<file path="config.mk">
export PLATFORM = sky130hd
export DESIGN_NAME = wdt_timer
export DESIGN_NICKNAME = d
export VERILOG_FILES = /design/src/rtl/wdt_timer.v
export VERILOG_INCLUDE_DIRS = /design/src /design/src/rtl
export SDC_FILE = /design/constraint.sdc
export NUM_CORES = 1
export LEC_CHECK = 0
export ABC_AREA = 1
export BUFFER_PORTS_ARGS = -buffer_cell sky130_fd_sc_hd__buf_2
export CORE_MARGIN = 2
export CORE_UTILIZATION = 35
export CTS_CLUSTER_DIAMETER = 200
export CTS_CLUSTER_SIZE = 14
export DETAILED_ROUTE_END_ITERATION = 10
export GPL_ROUTABILITY_DRIVEN = 0
export PLACE_DENSITY = 0.59
export SLEW_MARGIN = 20
export SYNTH_ARGS = -nofsm -noshare
export SYNTH_HDL_FRONTEND = slang
export SYNTH_SLANG_ARGS = --single-unit
</file>
<file path="constraint.sdc">
create_clock -name core_clk -period 4.4 [get_ports core_clk]
set_input_delay 0 -clock core_clk [delete_from_list [all_inputs] [get_ports core_clk]]
set_output_delay 0 -clock core_clk [all_outputs]
set_load 0.05 [all_outputs]
</file>
<file path="src/rtl/wdt_regs.vh">
/*
 * Register map, field positions, reset values, keys and timing counts
 * of the watchdog and interval timer.
 * Assumes inclusion by the timer module only; definitions only.
 */
`ifndef WDT_REGS_VH
`define WDT_REGS_VH

// ****************************************
// addresses
// ****************************************
`define WDT_ADDR_CTRL 16'hff74
`define WDT_ADDR_CNT 16'hff75
`define WDT_ADDR_RSTW 16'hff76
`define WDT_ADDR_RSTR 16'hff77

// ****************************************
// upper-byte keys of protected word writes
// ****************************************
`define WDT_KEY_CTRL 8'ha5
`define WDT_KEY_CNT 8'h5a
`define WDT_KEY_WCLR 8'ha5
`define WDT_KEY_RCFG 8'h5a

// ****************************************
// reset values
// ****************************************
`define WDT_CTRL_RESET 8'h00
`define WDT_CNT_RESET 8'h00
`define WDT_RESET_CONTROL_STATUS_RESET 8'h1f
`define WDT_RSV_ONES 5'h1f

// ****************************************
// timer_control fields
// ****************************************
`define WDT_CTRL_OVF 7
`define WDT_CTRL_MODE 6
`define WDT_CTRL_TME 5
`define WDT_CTRL_PSS 4
`define WDT_CTRL_ACT 3
`define WDT_CTRL_CKS_HI 2
`define WDT_CTRL_CKS_LO 0

// ****************************************
// reset_control_status fields
// ****************************************
`define WDT_RST_WATCHDOG_OVERFLOW_FLAG 7
`define WDT_RST_RESET_ENABLE_BIT 6
`define WDT_RST_RESET_TYPE_BIT 5

// ****************************************
// timing
// ****************************************
`define WDT_CLK_PS 4000
`define WDT_STATE_PS 4000
`define WDT_HOLD_RESET_ENABLE_BIT_STATES 132
`define WDT_HOLD_NORST_STATES 130
`define WDT_HOLD_RESET_ENABLE_BIT_CYC ((`WDT_HOLD_RESET_ENABLE_BIT_STATES * `WDT_STATE_PS) / `WDT_CLK_PS)
`define WDT_HOLD_NORST_CYC ((`WDT_HOLD_NORST_STATES * `WDT_STATE_PS) / `WDT_CLK_PS)

`endif

</file>
<file path="src/rtl/wdt_timer.v">
/*
 * Watchdog and interval timer: prescaler, 8-bit counter, timer_control,
 * reset_control_status, keyed word writes and byte reads.
 * Assumes all inputs synchronous to core_clk; rst_n is the external reset pin.
 */
// Functional notes
// - reset_control_status loads 1F only from external reset, not own overflow reset.
// - watchdog overflow flag sets on FF to 00 rollover in watchdog mode only.
// - watchdog flag clears only by read-with-1 then writing 0; writing 1 ignored.
// - reset-enable 0: no chip reset, but counter and timer_control are reset.
// - reset-type 0 selects power-on reset; software keeps it 0.
// - low five bits of reset_control_status read 1, writes ignored.
// - watchdog mode when mode-select and timer-enable are both 1.
// - watchdog overflow asserts overflow output; chip reset same cycle if enabled.
// - external reset beats overflow reset and leaves watchdog flag cleared.
// - overflow output lasts 132 states with reset-enable 1, else 130.
// - interval overflow sets timer overflow flag; interrupt follows that flag.
// - watchdog overflow with interrupt option raises non-maskable request.
// - protected registers take word writes only; byte writes ignored.
// - counter and timer_control share a write address, chosen by access key.
// - reset_control_status is written by word write at FF76 only.
// - clear write touches only the flag; config write loads bits 6 and 5.
// - byte reads: timer_control FF74, counter FF75, reset_control_status FF77.
// - counter write and increment in the same cycle: write wins.
// - while overflow output lasts (132 or 130 states) writes ignored and flag reads unacknowledged.
// - timer_control bit 3 picks non-maskable interrupt (0) or reset (1).
// - clock select picks system /2../131072 or subclock /2../256 tap.
`timescale 1ns/100ps
`include "wdt_regs.vh"

module wdt_timer #(
	parameter CNT_W = 8,
	parameter DIV_W = 17,
	parameter SUB_W = 8
) (
	input wire core_clk,
	input wire rst_n,
	input wire subClk,
	input wire [15:0] busAddr,
	input wire [15:0] busWdata,
	input wire busWrite,
	input wire busWord,
	input wire busRead,
	output reg [7:0] busRdata,
	output reg busRdAck,
	output reg overflowOut,
	output reg chipResetReq,
	output reg nmiReq,
	output reg intervalIrq
);

	// ****************************************
	// tap decoding
	// ****************************************
	function [DIV_W-1:0] sysMask;
		input [2:0] cks;
		begin
			case (cks)
				3'h0: sysMask = 17'h00001;
				3'h1: sysMask = 17'h0003f;
				3'h2: sysMask = 17'h0007f;
				3'h3: sysMask = 17'h001ff;
				3'h4: sysMask = 17'h007ff;
				3'h5: sysMask = 17'h01fff;
				3'h6: sysMask = 17'h07fff;
				default: sysMask = 17'h1ffff;
			endcase
		end
	endfunction

	function [SUB_W-1:0] subMask;
		input [2:0] cks;
		begin
			case (cks)
				3'h0: subMask = 8'h01;
				3'h1: subMask = 8'h03;
				3'h2: subMask = 8'h07;
				3'h3: subMask = 8'h0f;
				3'h4: subMask = 8'h1f;
				3'h5: subMask = 8'h3f;
				3'h6: subMask = 8'h7f;
				default: subMask = 8'hff;
			endcase
		end
	endfunction

	// ****************************************
	// state
	// ****************************************
	reg [7:0] ctrl_q;
	reg [7:0] ctrl_d;
	reg [CNT_W-1:0] cnt_q;
	reg [CNT_W-1:0] cnt_d;
	reg watchdog_overflow_flag_q;
	reg watchdog_overflow_flag_d;
	reg reset_enable_bit_q;
	reg reset_type_bit_q;
	reg wovfArm_q;
	reg ovfArm_q;
	reg [DIV_W-1:0] div_q;
	reg [SUB_W-1:0] subDiv_q;
	reg subPrev_q;
	reg [7:0] hold_q;

	// full-width copies so the narrow registers take explicit slices
	localparam [31:0] HOLD_RESET_ENABLE_BIT_W = `WDT_HOLD_RESET_ENABLE_BIT_CYC;
	localparam [31:0] HOLD_NORST_W = `WDT_HOLD_NORST_CYC;
	localparam [7:0] RST_INIT = `WDT_RESET_CONTROL_STATUS_RESET;

	wire [2:0] cks = ctrl_q[`WDT_CTRL_CKS_HI:`WDT_CTRL_CKS_LO];
	wire timer_enable_bit = ctrl_q[`WDT_CTRL_TME];
	wire wdMode = ctrl_q[`WDT_CTRL_MODE] & timer_enable_bit;
	wire holdActive = (hold_q != 8'h00);
	wire [7:0] rstRead = {watchdog_overflow_flag_q, reset_enable_bit_q, reset_type_bit_q, `WDT_RSV_ONES};

	// ****************************************
	// prescaler and counter tick
	// ****************************************
	wire subRise = subClk & ~subPrev_q;
	wire sysTick = ((div_q & sysMask(cks)) == sysMask(cks));
	wire subTick = subRise & ((subDiv_q & subMask(cks)) == subMask(cks));
	wire tick = timer_enable_bit & (ctrl_q[`WDT_CTRL_PSS] ? subTick : sysTick);

	always @(posedge core_clk) begin
		if (!rst_n || !timer_enable_bit) begin
			div_q <= {DIV_W{1'b0}};
			subDiv_q <= {SUB_W{1'b0}};
		end else begin
			div_q <= div_q + {{(DIV_W-1){1'b0}}, 1'b1};
			if (subRise) begin
				subDiv_q <= subDiv_q + {{(SUB_W-1){1'b0}}, 1'b1};
			end
		end
		if (!rst_n) begin
			subPrev_q <= 1'b0;
		end else begin
			subPrev_q <= subClk;
		end
	end

	// ****************************************
	// bus decode
	// ****************************************
	wire [7:0] key = busWdata[15:8];
	wire wrOk = busWrite & busWord & ~holdActive;
	wire wrShared = wrOk & (busAddr == `WDT_ADDR_CTRL);
	wire wrCtrl = wrShared & (key == `WDT_KEY_CTRL);
	wire wrCnt = wrShared & (key == `WDT_KEY_CNT);
	wire wrRst = wrOk & (busAddr == `WDT_ADDR_RSTW);
	wire wrClr = wrRst & (key == `WDT_KEY_WCLR) & ~busWdata[`WDT_RST_WATCHDOG_OVERFLOW_FLAG];
	wire wrCfg = wrRst & (key == `WDT_KEY_RCFG);
	wire rdRst = busRead & (busAddr == `WDT_ADDR_RSTR);
	wire rdAck = busRead & ~(rdRst & holdActive);
	wire rdCtrl = busRead & (busAddr == `WDT_ADDR_CTRL);

	// ****************************************
	// overflow events
	// ****************************************
	wire roll = tick & ~wrCnt & (cnt_q == {CNT_W{1'b1}});
	wire wdRoll = roll & wdMode;
	wire itRoll = roll & ~wdMode;
	wire actRst = ctrl_q[`WDT_CTRL_ACT];
	wire wdReset = wdRoll & actRst;

	always @* begin
		cnt_d = cnt_q;
		if (wrCnt) begin
			cnt_d = busWdata[CNT_W-1:0];
		end else if (tick) begin
			cnt_d = cnt_q + {{(CNT_W-1){1'b0}}, 1'b1};
		end
		if (wdReset) begin
			cnt_d = `WDT_CNT_RESET;
		end
	end

	always @* begin
		ctrl_d = ctrl_q;
		if (wrCtrl) begin
			ctrl_d[6:0] = busWdata[6:0];
			if (!busWdata[`WDT_CTRL_OVF] && ovfArm_q) begin
				ctrl_d[`WDT_CTRL_OVF] = 1'b0;
			end
		end
		if (wdReset) begin
			ctrl_d = `WDT_CTRL_RESET;
		end else if (roll) begin
			ctrl_d[`WDT_CTRL_OVF] = 1'b1;
		end
	end

	always @* begin
		watchdog_overflow_flag_d = watchdog_overflow_flag_q;
		if (wrClr && wovfArm_q) begin
			watchdog_overflow_flag_d = 1'b0;
		end
		if (wdRoll) begin
			watchdog_overflow_flag_d = 1'b1;
		end
	end

	// ****************************************
	// registers
	// ****************************************
	always @(posedge core_clk) begin
		if (!rst_n) begin
			ctrl_q <= `WDT_CTRL_RESET;
			cnt_q <= `WDT_CNT_RESET;
			watchdog_overflow_flag_q <= RST_INIT[`WDT_RST_WATCHDOG_OVERFLOW_FLAG];
			reset_enable_bit_q <= RST_INIT[`WDT_RST_RESET_ENABLE_BIT];
			reset_type_bit_q <= RST_INIT[`WDT_RST_RESET_TYPE_BIT];
			wovfArm_q <= 1'b0;
			ovfArm_q <= 1'b0;
		end else begin
			ctrl_q <= ctrl_d;
			cnt_q <= cnt_d;
			watchdog_overflow_flag_q <= watchdog_overflow_flag_d;
			if (wrCfg) begin
				reset_enable_bit_q <= busWdata[`WDT_RST_RESET_ENABLE_BIT];
				reset_type_bit_q <= busWdata[`WDT_RST_RESET_TYPE_BIT];
			end
			if (wrClr) begin
				wovfArm_q <= 1'b0;
			end else if (rdRst && rdAck && watchdog_overflow_flag_q) begin
				wovfArm_q <= 1'b1;
			end
			if (wrCtrl) begin
				ovfArm_q <= 1'b0;
			end else if (rdCtrl && ctrl_q[`WDT_CTRL_OVF]) begin
				ovfArm_q <= 1'b1;
			end
		end
	end

	// ****************************************
	// overflow output, chip reset, interrupts
	// ****************************************
	always @(posedge core_clk) begin
		if (!rst_n) begin
			hold_q <= 8'h00;
			overflowOut <= 1'b0;
			chipResetReq <= 1'b0;
			nmiReq <= 1'b0;
			intervalIrq <= 1'b0;
		end else begin
			nmiReq <= wdRoll & ~actRst;
			intervalIrq <= ctrl_d[`WDT_CTRL_OVF] & ~wdMode;
			if (wdRoll) begin
				overflowOut <= 1'b1;
				chipResetReq <= actRst & reset_enable_bit_q;
				if (reset_enable_bit_q) begin
					hold_q <= HOLD_RESET_ENABLE_BIT_W[7:0];
				end else begin
					hold_q <= HOLD_NORST_W[7:0];
				end
			end else if (holdActive) begin
				hold_q <= hold_q - 8'h01;
				if (hold_q == 8'h01) begin
					overflowOut <= 1'b0;
					chipResetReq <= 1'b0;
				end
			end
		end
	end

	// ****************************************
	// byte read port
	// ****************************************
	always @(posedge core_clk) begin
		if (!rst_n) begin
			busRdata <= 8'h00;
			busRdAck <= 1'b0;
		end else begin
			busRdAck <= rdAck;
			if (!rdAck) begin
				busRdata <= 8'h00;
			end else begin
				case (busAddr)
					`WDT_ADDR_CTRL: busRdata <= ctrl_q;
					`WDT_ADDR_CNT: busRdata <= cnt_q;
					`WDT_ADDR_RSTR: busRdata <= rstRead;
					default: busRdata <= 8'h00;
				endcase
			end
		end
	end

endmodule

</file>
# After elaboration in Yosys (flattened, before gate mapping)
# Cells that the tools add are included.
classes:
  n_bitwise: 34
  n_eq_ne: 16
  n_mux: 19
  add_sub_neg: 4
  n_reduce_logical: 20
op_table:
  columns: ["operator", "n"]
  rows:
  - ["17-bit one-hot mux with 7 select lines", 1]
  - ["16-bit equality test, second input constant", 4]
  - ["8-bit one-hot mux with 7 select lines", 1]
  - ["8-bit two-way mux", 5]
  - ["1-bit bitwise AND", 24]
  - ["8-bit one-hot mux with 3 select lines", 1]
  - ["17-bit by 1-bit adder with 17-bit output, second input constant", 1]
  - ["17-bit bitwise AND", 1]
  - ["17-bit equality test", 1]
  - ["8-bit by 1-bit adder with 8-bit output, second input constant", 2]
  - ["8-bit equality test, second input constant", 2]
  - ["1-bit two-way mux", 10]
  - ["3-bit equality test, second input constant", 3]
  - ["8-bit bitwise AND", 1]
  - ["8-bit by 1-bit equality test with 1-bit output, second input constant", 1]
  - ["8-bit by 7-bit equality test with 1-bit output, second input constant", 1]
  - ["8-bit equality test", 1]
  - ["1-bit inverter", 8]
  - ["2-bit nonzero test", 4]
  - ["8-bit nonzero test", 1]
  - ["8-bit by 1-bit subtractor with 8-bit output, second input constant", 1]
  - ["3-bit by 2-bit equality test with 1-bit output, second input constant", 2]
  - ["2-bit OR reduction", 3]
  - ["1-bit logical AND", 5]
  - ["other kinds (6)", 9]
totals:
  wordCells: 111
  reg_bits: 68

# Depth between registers and ports, before layout
# Gate-level depths: netlist of the first run.
depth:
  ltp_word: 13
  mapped_depth: 14

# Worst setup path before layout of the first run
# OpenSTA, ideal clock, no wires.
synth_path:
  kind: "register to register"
  from: "reg cnt_q[0]"
  to: "reg cnt_q[6]"
  slack_ns: 2.617
  synth_period_minus_slack_ns: 1.783
  path_buffers: 1
  stages_incl_launch_ff: 12
  t_required_ns: 4.282
  setup_ns: 0.118
  arrival_time_ns: 1.666
  cell_sequence: "dfxtp_1 ha_1 nand2_1 inv_2 nand4_1 nor3_1 nand4_2 nor2_4 nand2_4 nand2_4 buf_6 a21oi_2"
synth_between:
  elab_chain_len: 5
  elab_cells_between_ends: 8
  classes_between: "add/sub (1); eq/ne (1); mux (2); bitwise (3); reduce/logical (1)"
synth_lines:
  columns: ["item", "line", "source"]
  rows:
  - ["start, declared", "wdt_timer.v:92", "reg [CNT_W-1:0] cnt_q;"]
  - ["start signal, assigned", "wdt_timer.v:208", "cnt_q <= `WDT_CNT_RESET;"]
  - ["start signal, assigned", "wdt_timer.v:216", "cnt_q <= cnt_d;"]
  - ["branches (longest 5 deep; another with 8-bit by 1-bit adder with 8-bit output)", null, null]
# Several ways; the timed one is not identified. The select of a mux whose other input is x is not followed.
# A chain may end at the register's enable or synchronous reset.

# Worst setup path in the final report of the first run
layout_path:
  from: "reg hold_q[0]"
  to: "reg ctrl_q[2]"
layout_between:
  elab_chain_len: 11
  elab_cells_between_ends: 12
  classes_between: "bitwise (10); reduce/logical (2)"
layout_lines:
  columns: ["item", "line", "source"]
  rows:
  - ["start, declared", "wdt_timer.v:103", "reg [7:0] hold_q;"]
  - ["start signal, assigned", "wdt_timer.v:252", "hold_q <= HOLD_RESET_ENABLE_BIT_W[7:0];"]
  - ["start signal, assigned", "wdt_timer.v:254", "hold_q <= HOLD_NORST_W[7:0];"]
  - ["start signal, assigned", "wdt_timer.v:257", "hold_q <= hold_q - 8'h01;"]
  - ["8-bit nonzero test (*)", "wdt_timer.v:113", "wire holdActive = (hold_q != 8'h00);"]
  - ["1-bit inverter (*)", "wdt_timer.v:145", "wire wrOk = busWrite & busWord & ~holdActive;"]
  - ["1-bit bitwise AND (*)", "wdt_timer.v:145", null]
  - ["1-bit bitwise AND (*)", "wdt_timer.v:146", "wire wrShared = wrOk & (busAddr == `WDT_ADDR_CTRL);"]
  - ["1-bit bitwise AND", "wdt_timer.v:148", "wire wrCnt = wrShared & (key == `WDT_KEY_CNT);"]
  - ["1-bit inverter", "wdt_timer.v:159", "wire roll = tick & ~wrCnt & (cnt_q == {CNT_W{1'b1}});"]
  - ["1-bit bitwise AND (2 in series)", "wdt_timer.v:159", null]
  - ["1-bit bitwise AND", "wdt_timer.v:160", "wire wdRoll = roll & wdMode;"]
  - ["1-bit bitwise AND", "wdt_timer.v:163", "wire wdReset = wdRoll & actRst;"]
  - ["2-bit OR reduction (no source line)", null, null]
  - ["end signal, assigned", "wdt_timer.v:207", "ctrl_q <= `WDT_CTRL_RESET;"]
  - ["end signal, assigned", "wdt_timer.v:215", "ctrl_q <= ctrl_d;"]
  - ["end, declared", "wdt_timer.v:90", "reg [7:0] ctrl_q;"]
# Mark *: on every way between the ends. The rest lies on a longest branch, timed or not.

==> results of run 1 <==
==> critical path: stages (launching register included) <==
cell and delay, ns:
dfxtp_1 0.32, inv_1 0.10, ha_1 0.24, nand2_2 0.13, nor3_4 0.35, nand3_1 0.37
inv_1 0.32, nand2_1 0.11, a21oi_2 0.16
==> sequential cells by signal, indices dropped and copies added (netlist names), 8 cells and up <==
name	flops
busRdata	8
cnt_q	8
ctrl_q	8
div_q	17
hold_q	8
subDiv_q	8
==> where the power goes <==
part / leakage, uW / switching [uW] / total, uW / internal (uW)
registers: 0.000550 / 17.2 / 656 / 639
logic: 0.000941 / 151 / 242 / 91.2
clock network: 0.000107 / 232 / 567 / 334
total: 0.00160 / 400 / 1470 / 1060
==> final timing paths <==
| kind | start | endpoint | slack (ns) | cells after the start |
|---|---|---|---|---|
| setup / recovery | hold_q[0] | ctrl_q[2] | 2.24 | 8 |
| hold / removal | rst_n | wovfArm_q | 0.02 | 3 |
| setup reg to reg | hold_q[0] | ctrl_q[2] | 2.24 | 8 |
| hold reg to reg | reset_type_bit_q | reset_type_bit_q | 0.47 | 2 |
==> final cells by class <==
| type | count | area [um^2] | area share |
|---|---|---|---|
| multi-input combinational | 333 | 1712 | 0.4212 |
| sequential | 68 | 1361 | 0.3350 |
| timing repair buffer | 61 | 360.3 | 0.08867 |
| inverter | 67 | 251.5 | 0.06188 |
| tap | 129 | 161.4 | 0.03972 |
| clock buffer | 12 | 145.1 | 0.03571 |
| clock inverter | 4 | 72.57 | 0.01786 |
==> cells by family (layout without fill, tap and decap cells) <==
kind of cell,after synthesis,in the layout,share of synthesized area
adders and majority gates,5,5,0.01862
DFF,68,68,0.4052
AOI/OAI and AO/OA,85,85,0.1564
and+or+nand+nor,238,238,0.3214
buffers and inverters,73,144,0.08529
xor gates and xnor gates,5,5,0.01303
==> metal layers <==
layer	track usage	up-vias	part of all wire
li1	-	1692	-
met1	0.2089	1446	0.46
met2	0.2910	90	0.47
met3	0.05062	10	0.058
met4	0.04821	0	0.014
met5	0	-	0
==> metrics by stage <==
step           worst slack (ns)  utilization
3_3_place_gp              2.383       0.4024
4_1_cts                   2.269       0.4377
2_1_floorplan             2.617            -
3_5_place_dp              2.284       0.4024
5_1_grt                   2.062       0.4377
6_report                  2.243       0.4377
==> layout by cell type (no fill, tap or decap), drive strengths merged, types with 2 or more instances in the layout <==
cell type / instances
nand2: 107
nor2: 69
dfxtp: 68
inv: 66
buf: 50
a21oi: 41
nand3: 25
o21ai: 24
nor3: 19
nand4: 12
clkbuf: 12
dlygate4sd3: 11
a221oi: 7
ha: 5
xor2: 4
a211oi: 3
nor3b: 3
a31oi: 2
o21a: 2
bufinv: 2
clkinv: 2
nor4: 2
==> key figures, run 1 <==
Placed design
  – I/O Buffers: 50
  – Placed Area: 0.003736 mm^2
  – Hpwl dp: 6386 um
  – Dpl cells: 647

Route
  – Vias post-DR: 3238
  – Via/cell ratio: 4.804
  – DRT Pass-1 Iters: 4
  – Drc violations: 0
  – Drt wl/cell: 12.12 um
  – DRC marker count from the first detailed-route iteration: 117
  – ANT nets after route: 0
  – WL final: 8172 um

Critical path
  – Critical Path AT: 2.43 ns
  – Worst EP required: 4.67 ns
  – Crit-path max FO: 9
  – Startpoint Class: register
  – Setup Crit Path Kind: reg -> reg
  – CP endpoint kind: register

Clock network
  – # resized after CTS: 0
  – CTS tree: yes
  – Clk_lat worst skew: 0.34 ns
  – Clk slew on worst S/H paths: 0.07 ns
  – CTS H-Tree Depth: 3
  – Hold_buf cts: 11
  – # Post-CTS Setup Buffers: 0
  – CTS max path bufs: 2
  – Inserted Clock Buffers: 9
  – Clk sinks: 68
  – Clock Tree Root: clkbuf_8

Logic synthesis
  – Mapped Nets: 517
  – Synth warn: 0
  – Biggest area consumer among synthesized cells: dfxtp_1
  – Sequential share of the synthesized area: 0.4052
  – Syn Std Cell Area: 0.003359 mm^2
  – Top cell type's share of synthesized area: 0.4052
  – Synth Instances: 474
  – Post-synth EDFFs: 0
  – Commonest cells in the netlist: nand2_1, dfxtp_1, inv_1, nor2_1, a21oi_1
  – #FFs+latches synth: 68
  – Synth area leaders: dfxtp_1, nand2_1, inv_1
  – Mapped Avg Cell Area: 7.087 um^2
  – Commonest register cell after synthesis: dfxtp_1
  – Yosys cell types: 41
  – Asr flop ratio synth: 0
  – Cell with the most instances after synthesis: nand2_1

Timing
  – RSZ-0062 raised after global routing: no
  – Post-route minimum period: 2.157 ns
  – Pins Over Slew Limit: 0
  – Worst Max-Slew Pin Slew: 0.6352 ns
  – Setup_tns: 0 ns
  – Fmax: 0.4636 GHz
  – Final Hold Fails: 0
  – Part of the cycle the worst path needs: 0.4903
  – Setup Skew: 0.006957 ns
  – Slew Limit Headroom: 0.5761
  – # setup viols final: 0
  – Hold Slack: 0.02140 ns

Floorplanning
  – Initial Utilization: 0.3619
  – Die area: 0.01040 mm^2
  – Core Region: 0.009284 mm^2
  – IO Pins: 51
  – DIE HEIGHT: 102.0 um
  – Rows: 35
  – Die Wd: 102.0 um

Cells and area
  – Layout Area Growth over Synthesis: 20.97%
  – Share of layout cells above drive strength 1: 0.1651
  – Design Area, Final: 0.004064 mm^2
  – Filler cells: 992
  – Antenna Cells: 0
  – Cell Count, Final, Fillers Out: 674
  – Fin nets: 583

Global route
  – Global-route wire length before repair: 13810 um
  – Initial antenna violation count: 0
  – Vias in the first global route: 3120
  – Tot GR Track Use: 0.1704
  – Remaining global-route overflow: 0
  – Pin count of the biggest net entering global routing: 16

Outcome
  – Outcome: finished, final reports clean

Power
  – Total power: 1465 uW
  – Pwr dens: 360.5 mW/mm^2
  – Leak Pwr: 0.001598 uW
  – Maximum VDD drop: 148.8 uV

Run
  – Max_cap viols: 0

Min path
  – HP Class: in -> reg
Power figures use the tool's default switching activity.
==> run 2: changes to the inputs <==
--- a/config.mk
+++ b/config.mk
@@ -14,7 +14,7 @@
 export CTS_CLUSTER_SIZE = 14
 export DETAILED_ROUTE_END_ITERATION = 10
 export GPL_ROUTABILITY_DRIVEN = 0
-export PLACE_DENSITY = 0.59
+export PLACE_DENSITY = 0.61
 export SLEW_MARGIN = 20
 export SYNTH_ARGS = -nofsm -noshare
 export SYNTH_HDL_FRONTEND = slang
==> constraint.sdc (replaced) <==
create_clock -name core_clk -period 1.8 [get_ports core_clk]
set_input_delay 0 -clock core_clk [delete_from_list [all_inputs] [get_ports core_clk]]
set_output_delay 0 -clock core_clk [all_outputs]
set_load 0.05 [all_outputs]
==> run 2 against run 1 <==
The flow now finishes with violations (setup timing). Hold slack improved by 0.053 ns. Clock skew fell by 0.00079 ns. Critical path type unchanged. Highest routed layer unchanged. Total power rose to 2.5 times the previous value. Count of clock-buffer cells in the layout rose by 1. Clock power rose by 120%. Flip-flop and latch count did not move.
==> key figures, run 2 (synthesis results as in run 1) <==
Clock network
  – CTS H-Tree Depth: 3
  – Clk_lat worst skew: 0.35 ns
  – Clk sinks: 68
  – Clock Tree Root: clkbuf_8
  – CTS max path bufs: 2
  – Clk slew on worst S/H paths: 0.07 ns
  – CTS tree: yes
  – Inserted Clock Buffers: 9

Route
  – DRC marker count from the first detailed-route iteration: 200
  – Vias post-DR: 3540
  – ANT nets after route: 0
  – WL final: 9067 um
  – DRT Pass-1 Iters: 4
  – Drc violations: 0
  – Drt wl/cell: 12.47 um
  – Via/cell ratio: 4.869

Cells and area
  – Layout Area Growth over Synthesis: 38.10%
  – Filler cells: 914
  – Antenna Cells: 0
  – Share of layout cells above drive strength 1: 0.3110
  – Reg with most FFs: div_q
  – Commonest non-fill, non-tap cell in the layout: nand2_1
  – Fin nets: 637
  – Commonest non-fill, non-tap cells in the layout: nand2_1, dfxtp_1, inv_1
  – Largest register FFs: 17

Placed design
  – Hpwl dp: 6684 um
  – I/O Buffers: 50
  – Pre-CTS setup slack: -0.08561 ns

Timing
  – Final Hold Fails: 0
  – Setup_tns: -0.1140 ns
  – RSZ-0062 raised after global routing: yes
  – Worst Max-Slew Pin Slew: 0.5994 ns
  – Fmax: 0.5473 GHz
  – Slew Limit Headroom: 0.5980
  – Part of the cycle the worst path needs: 1.015
  – # setup viols final: 9
  – Setup Skew: 0.006167 ns
  – Post-route minimum period: 1.827 ns
  – Pins Over Slew Limit: 0
  – Fin worst setup slack: -0.02700 ns

Global route
  – Tot GR Track Use: 0.1820
  – Global-route wire length before repair: 14850 um
  – Vias in the first global route: 3361
  – Pin count of the biggest net entering global routing: 16
  – Initial antenna violation count: 0
  – Remaining global-route overflow: 0

Min path
  – Critical hold path startpoint: rst_n
  – HP Class: in -> reg

Power
  – Switching Share: 0.2853
  – Maximum VDD drop: 622.7 uV
  – Pwr dens: 804.9 mW/mm^2
  – Switch Pwr: 1065 uW
  – Internal power: 2669 uW
  – Combinational power share: 0.238
  – Clock power share: 0.332
  – Leak Pwr: 0.001861 uW
  – Flop pwr share: 0.430

Critical path
  – Crit-path max FO: 4
  – CP endpoint kind: register
  – Reg2Reg Launch Point: cnt_q[1]
  – Setup Crit Path Kind: reg -> reg
  – Critical Path AT: 2.11 ns
  – CP startpoint: cnt_q[1]
  – Startpoint Class: register
  – Worst EP required: 2.08 ns

Floorplanning
  – Rows: 35
  – Core Region: 0.009284 mm^2
  – Die Wd: 102.0 um
  – DIE HEIGHT: 102.0 um
  – Initial Utilization: 0.3619
  – Die area: 0.01040 mm^2
  – IO Pins: 51

Outcome
  – Failing checks: setup timing
  – Outcome: finished with violations

Run
  – Max_cap viols: 0
==> run 2: cell types whose count changed in the layout (fill, tap and decap cells not counted), moves of 5 or more <==
| cell | before | now |
|---|---|---|
| a21oi_2 | 10 | 15 |
| dfxtp_2 | 0 | 7 |
| nand2_2 | 2 | 8 |
| buf_4 | 0 | 51 |
| nor3_2 | 0 | 5 |
| dfxtp_1 | 68 | 61 |
| nor3_1 | 18 | 13 |
| nor2_1 | 64 | 57 |
| nand2_1 | 103 | 96 |
| a21oi_1 | 31 | 26 |
==> run 2: critical path: stages (launching register included) <==
cell,delay [ns]
dfxtp_2,0.36
ha_4,0.14
nand2_2,0.05
inv_2,0.06
nand4_1,0.13
nor3_2,0.32
nand4_4,0.15
nor2_4,0.18
nand2_4,0.12
buf_6,0.14
o22ai_1,0.13
==> run 2: per-stage QoR <==
| step | util | power [uW] | instance area, um^2 | std cells | hold slack, ns |
|---|---|---|---|---|---|
| 6_report | 0.4997 | 3735 | 4639 | 727 | 0.07405 |
| 5_1_grt | 0.4997 | 3942 | 4639 | 727 | 0.05423 |
| 4_1_cts | 0.4733 | 3698 | 4394 | 719 | 0.02624 |
| 3_5_place_dp | 0.4404 | 2429 | 4089 | 694 | 0.2057 |
| 3_3_place_gp | 0.4404 | 2416 | 4089 | 694 | 0.1995 |
| 2_1_floorplan | - | 2054 | 3359 | 474 | 0.09345 |
==> run 2: worst paths after layout <==
check,endpoint,slack [ns],depth (start not counted)
worst max-delay path,chipResetReq,-0.03,10
worst min-delay path,subPrev_q,0.07,3
worst max register to register,chipResetReq,-0.03,10
worst min register to register,wovfArm_q,0.47,2
==> run 2: layout make-up <==
type,instances,area [um^2],share of cell area
Inverter,67,251.5,0.05421
Sequential cell,68,1370,0.2953
Clock buffer,13,148.9,0.03209
Multi-Input combinational cell,334,1906,0.4107
Tap cell,129,161.4,0.03479
Clock inverter,2,35.03,0.007551
Timing Repair Buffer,114,767.0,0.1653
==> run 2: per-layer routing <==
metal	global-route usage	up-vias	part of all wire
met3	0.04583	17	0.055
met5	0	-	0
li1	-	1800	-
met4	0.06564	0	0.018
met1	0.2101	1628	0.43
met2	0.3254	95	0.50
==> run 2: power by group through the flow <==
stage	Combinational, uW	Sequential [uW]	Clock (uW)
finish	891	1610	1240
global placement	783	1630	0
floorplan	421	1630	0
global route	993	1610	1340
detailed placement	795	1630	0
CTS	820	1600	1280
==> run 2: what timing repair did <==
item / in CTS / in global routing
cloned: 0 / 1
endpoints found under the setup margin: 17 / 43
setup buffers: 0 / 7
pin swaps: 1 / 18
resized for setup: 5 / 55
hold buffers: 10 / 0
endpoints found under the hold margin: 16 / 0
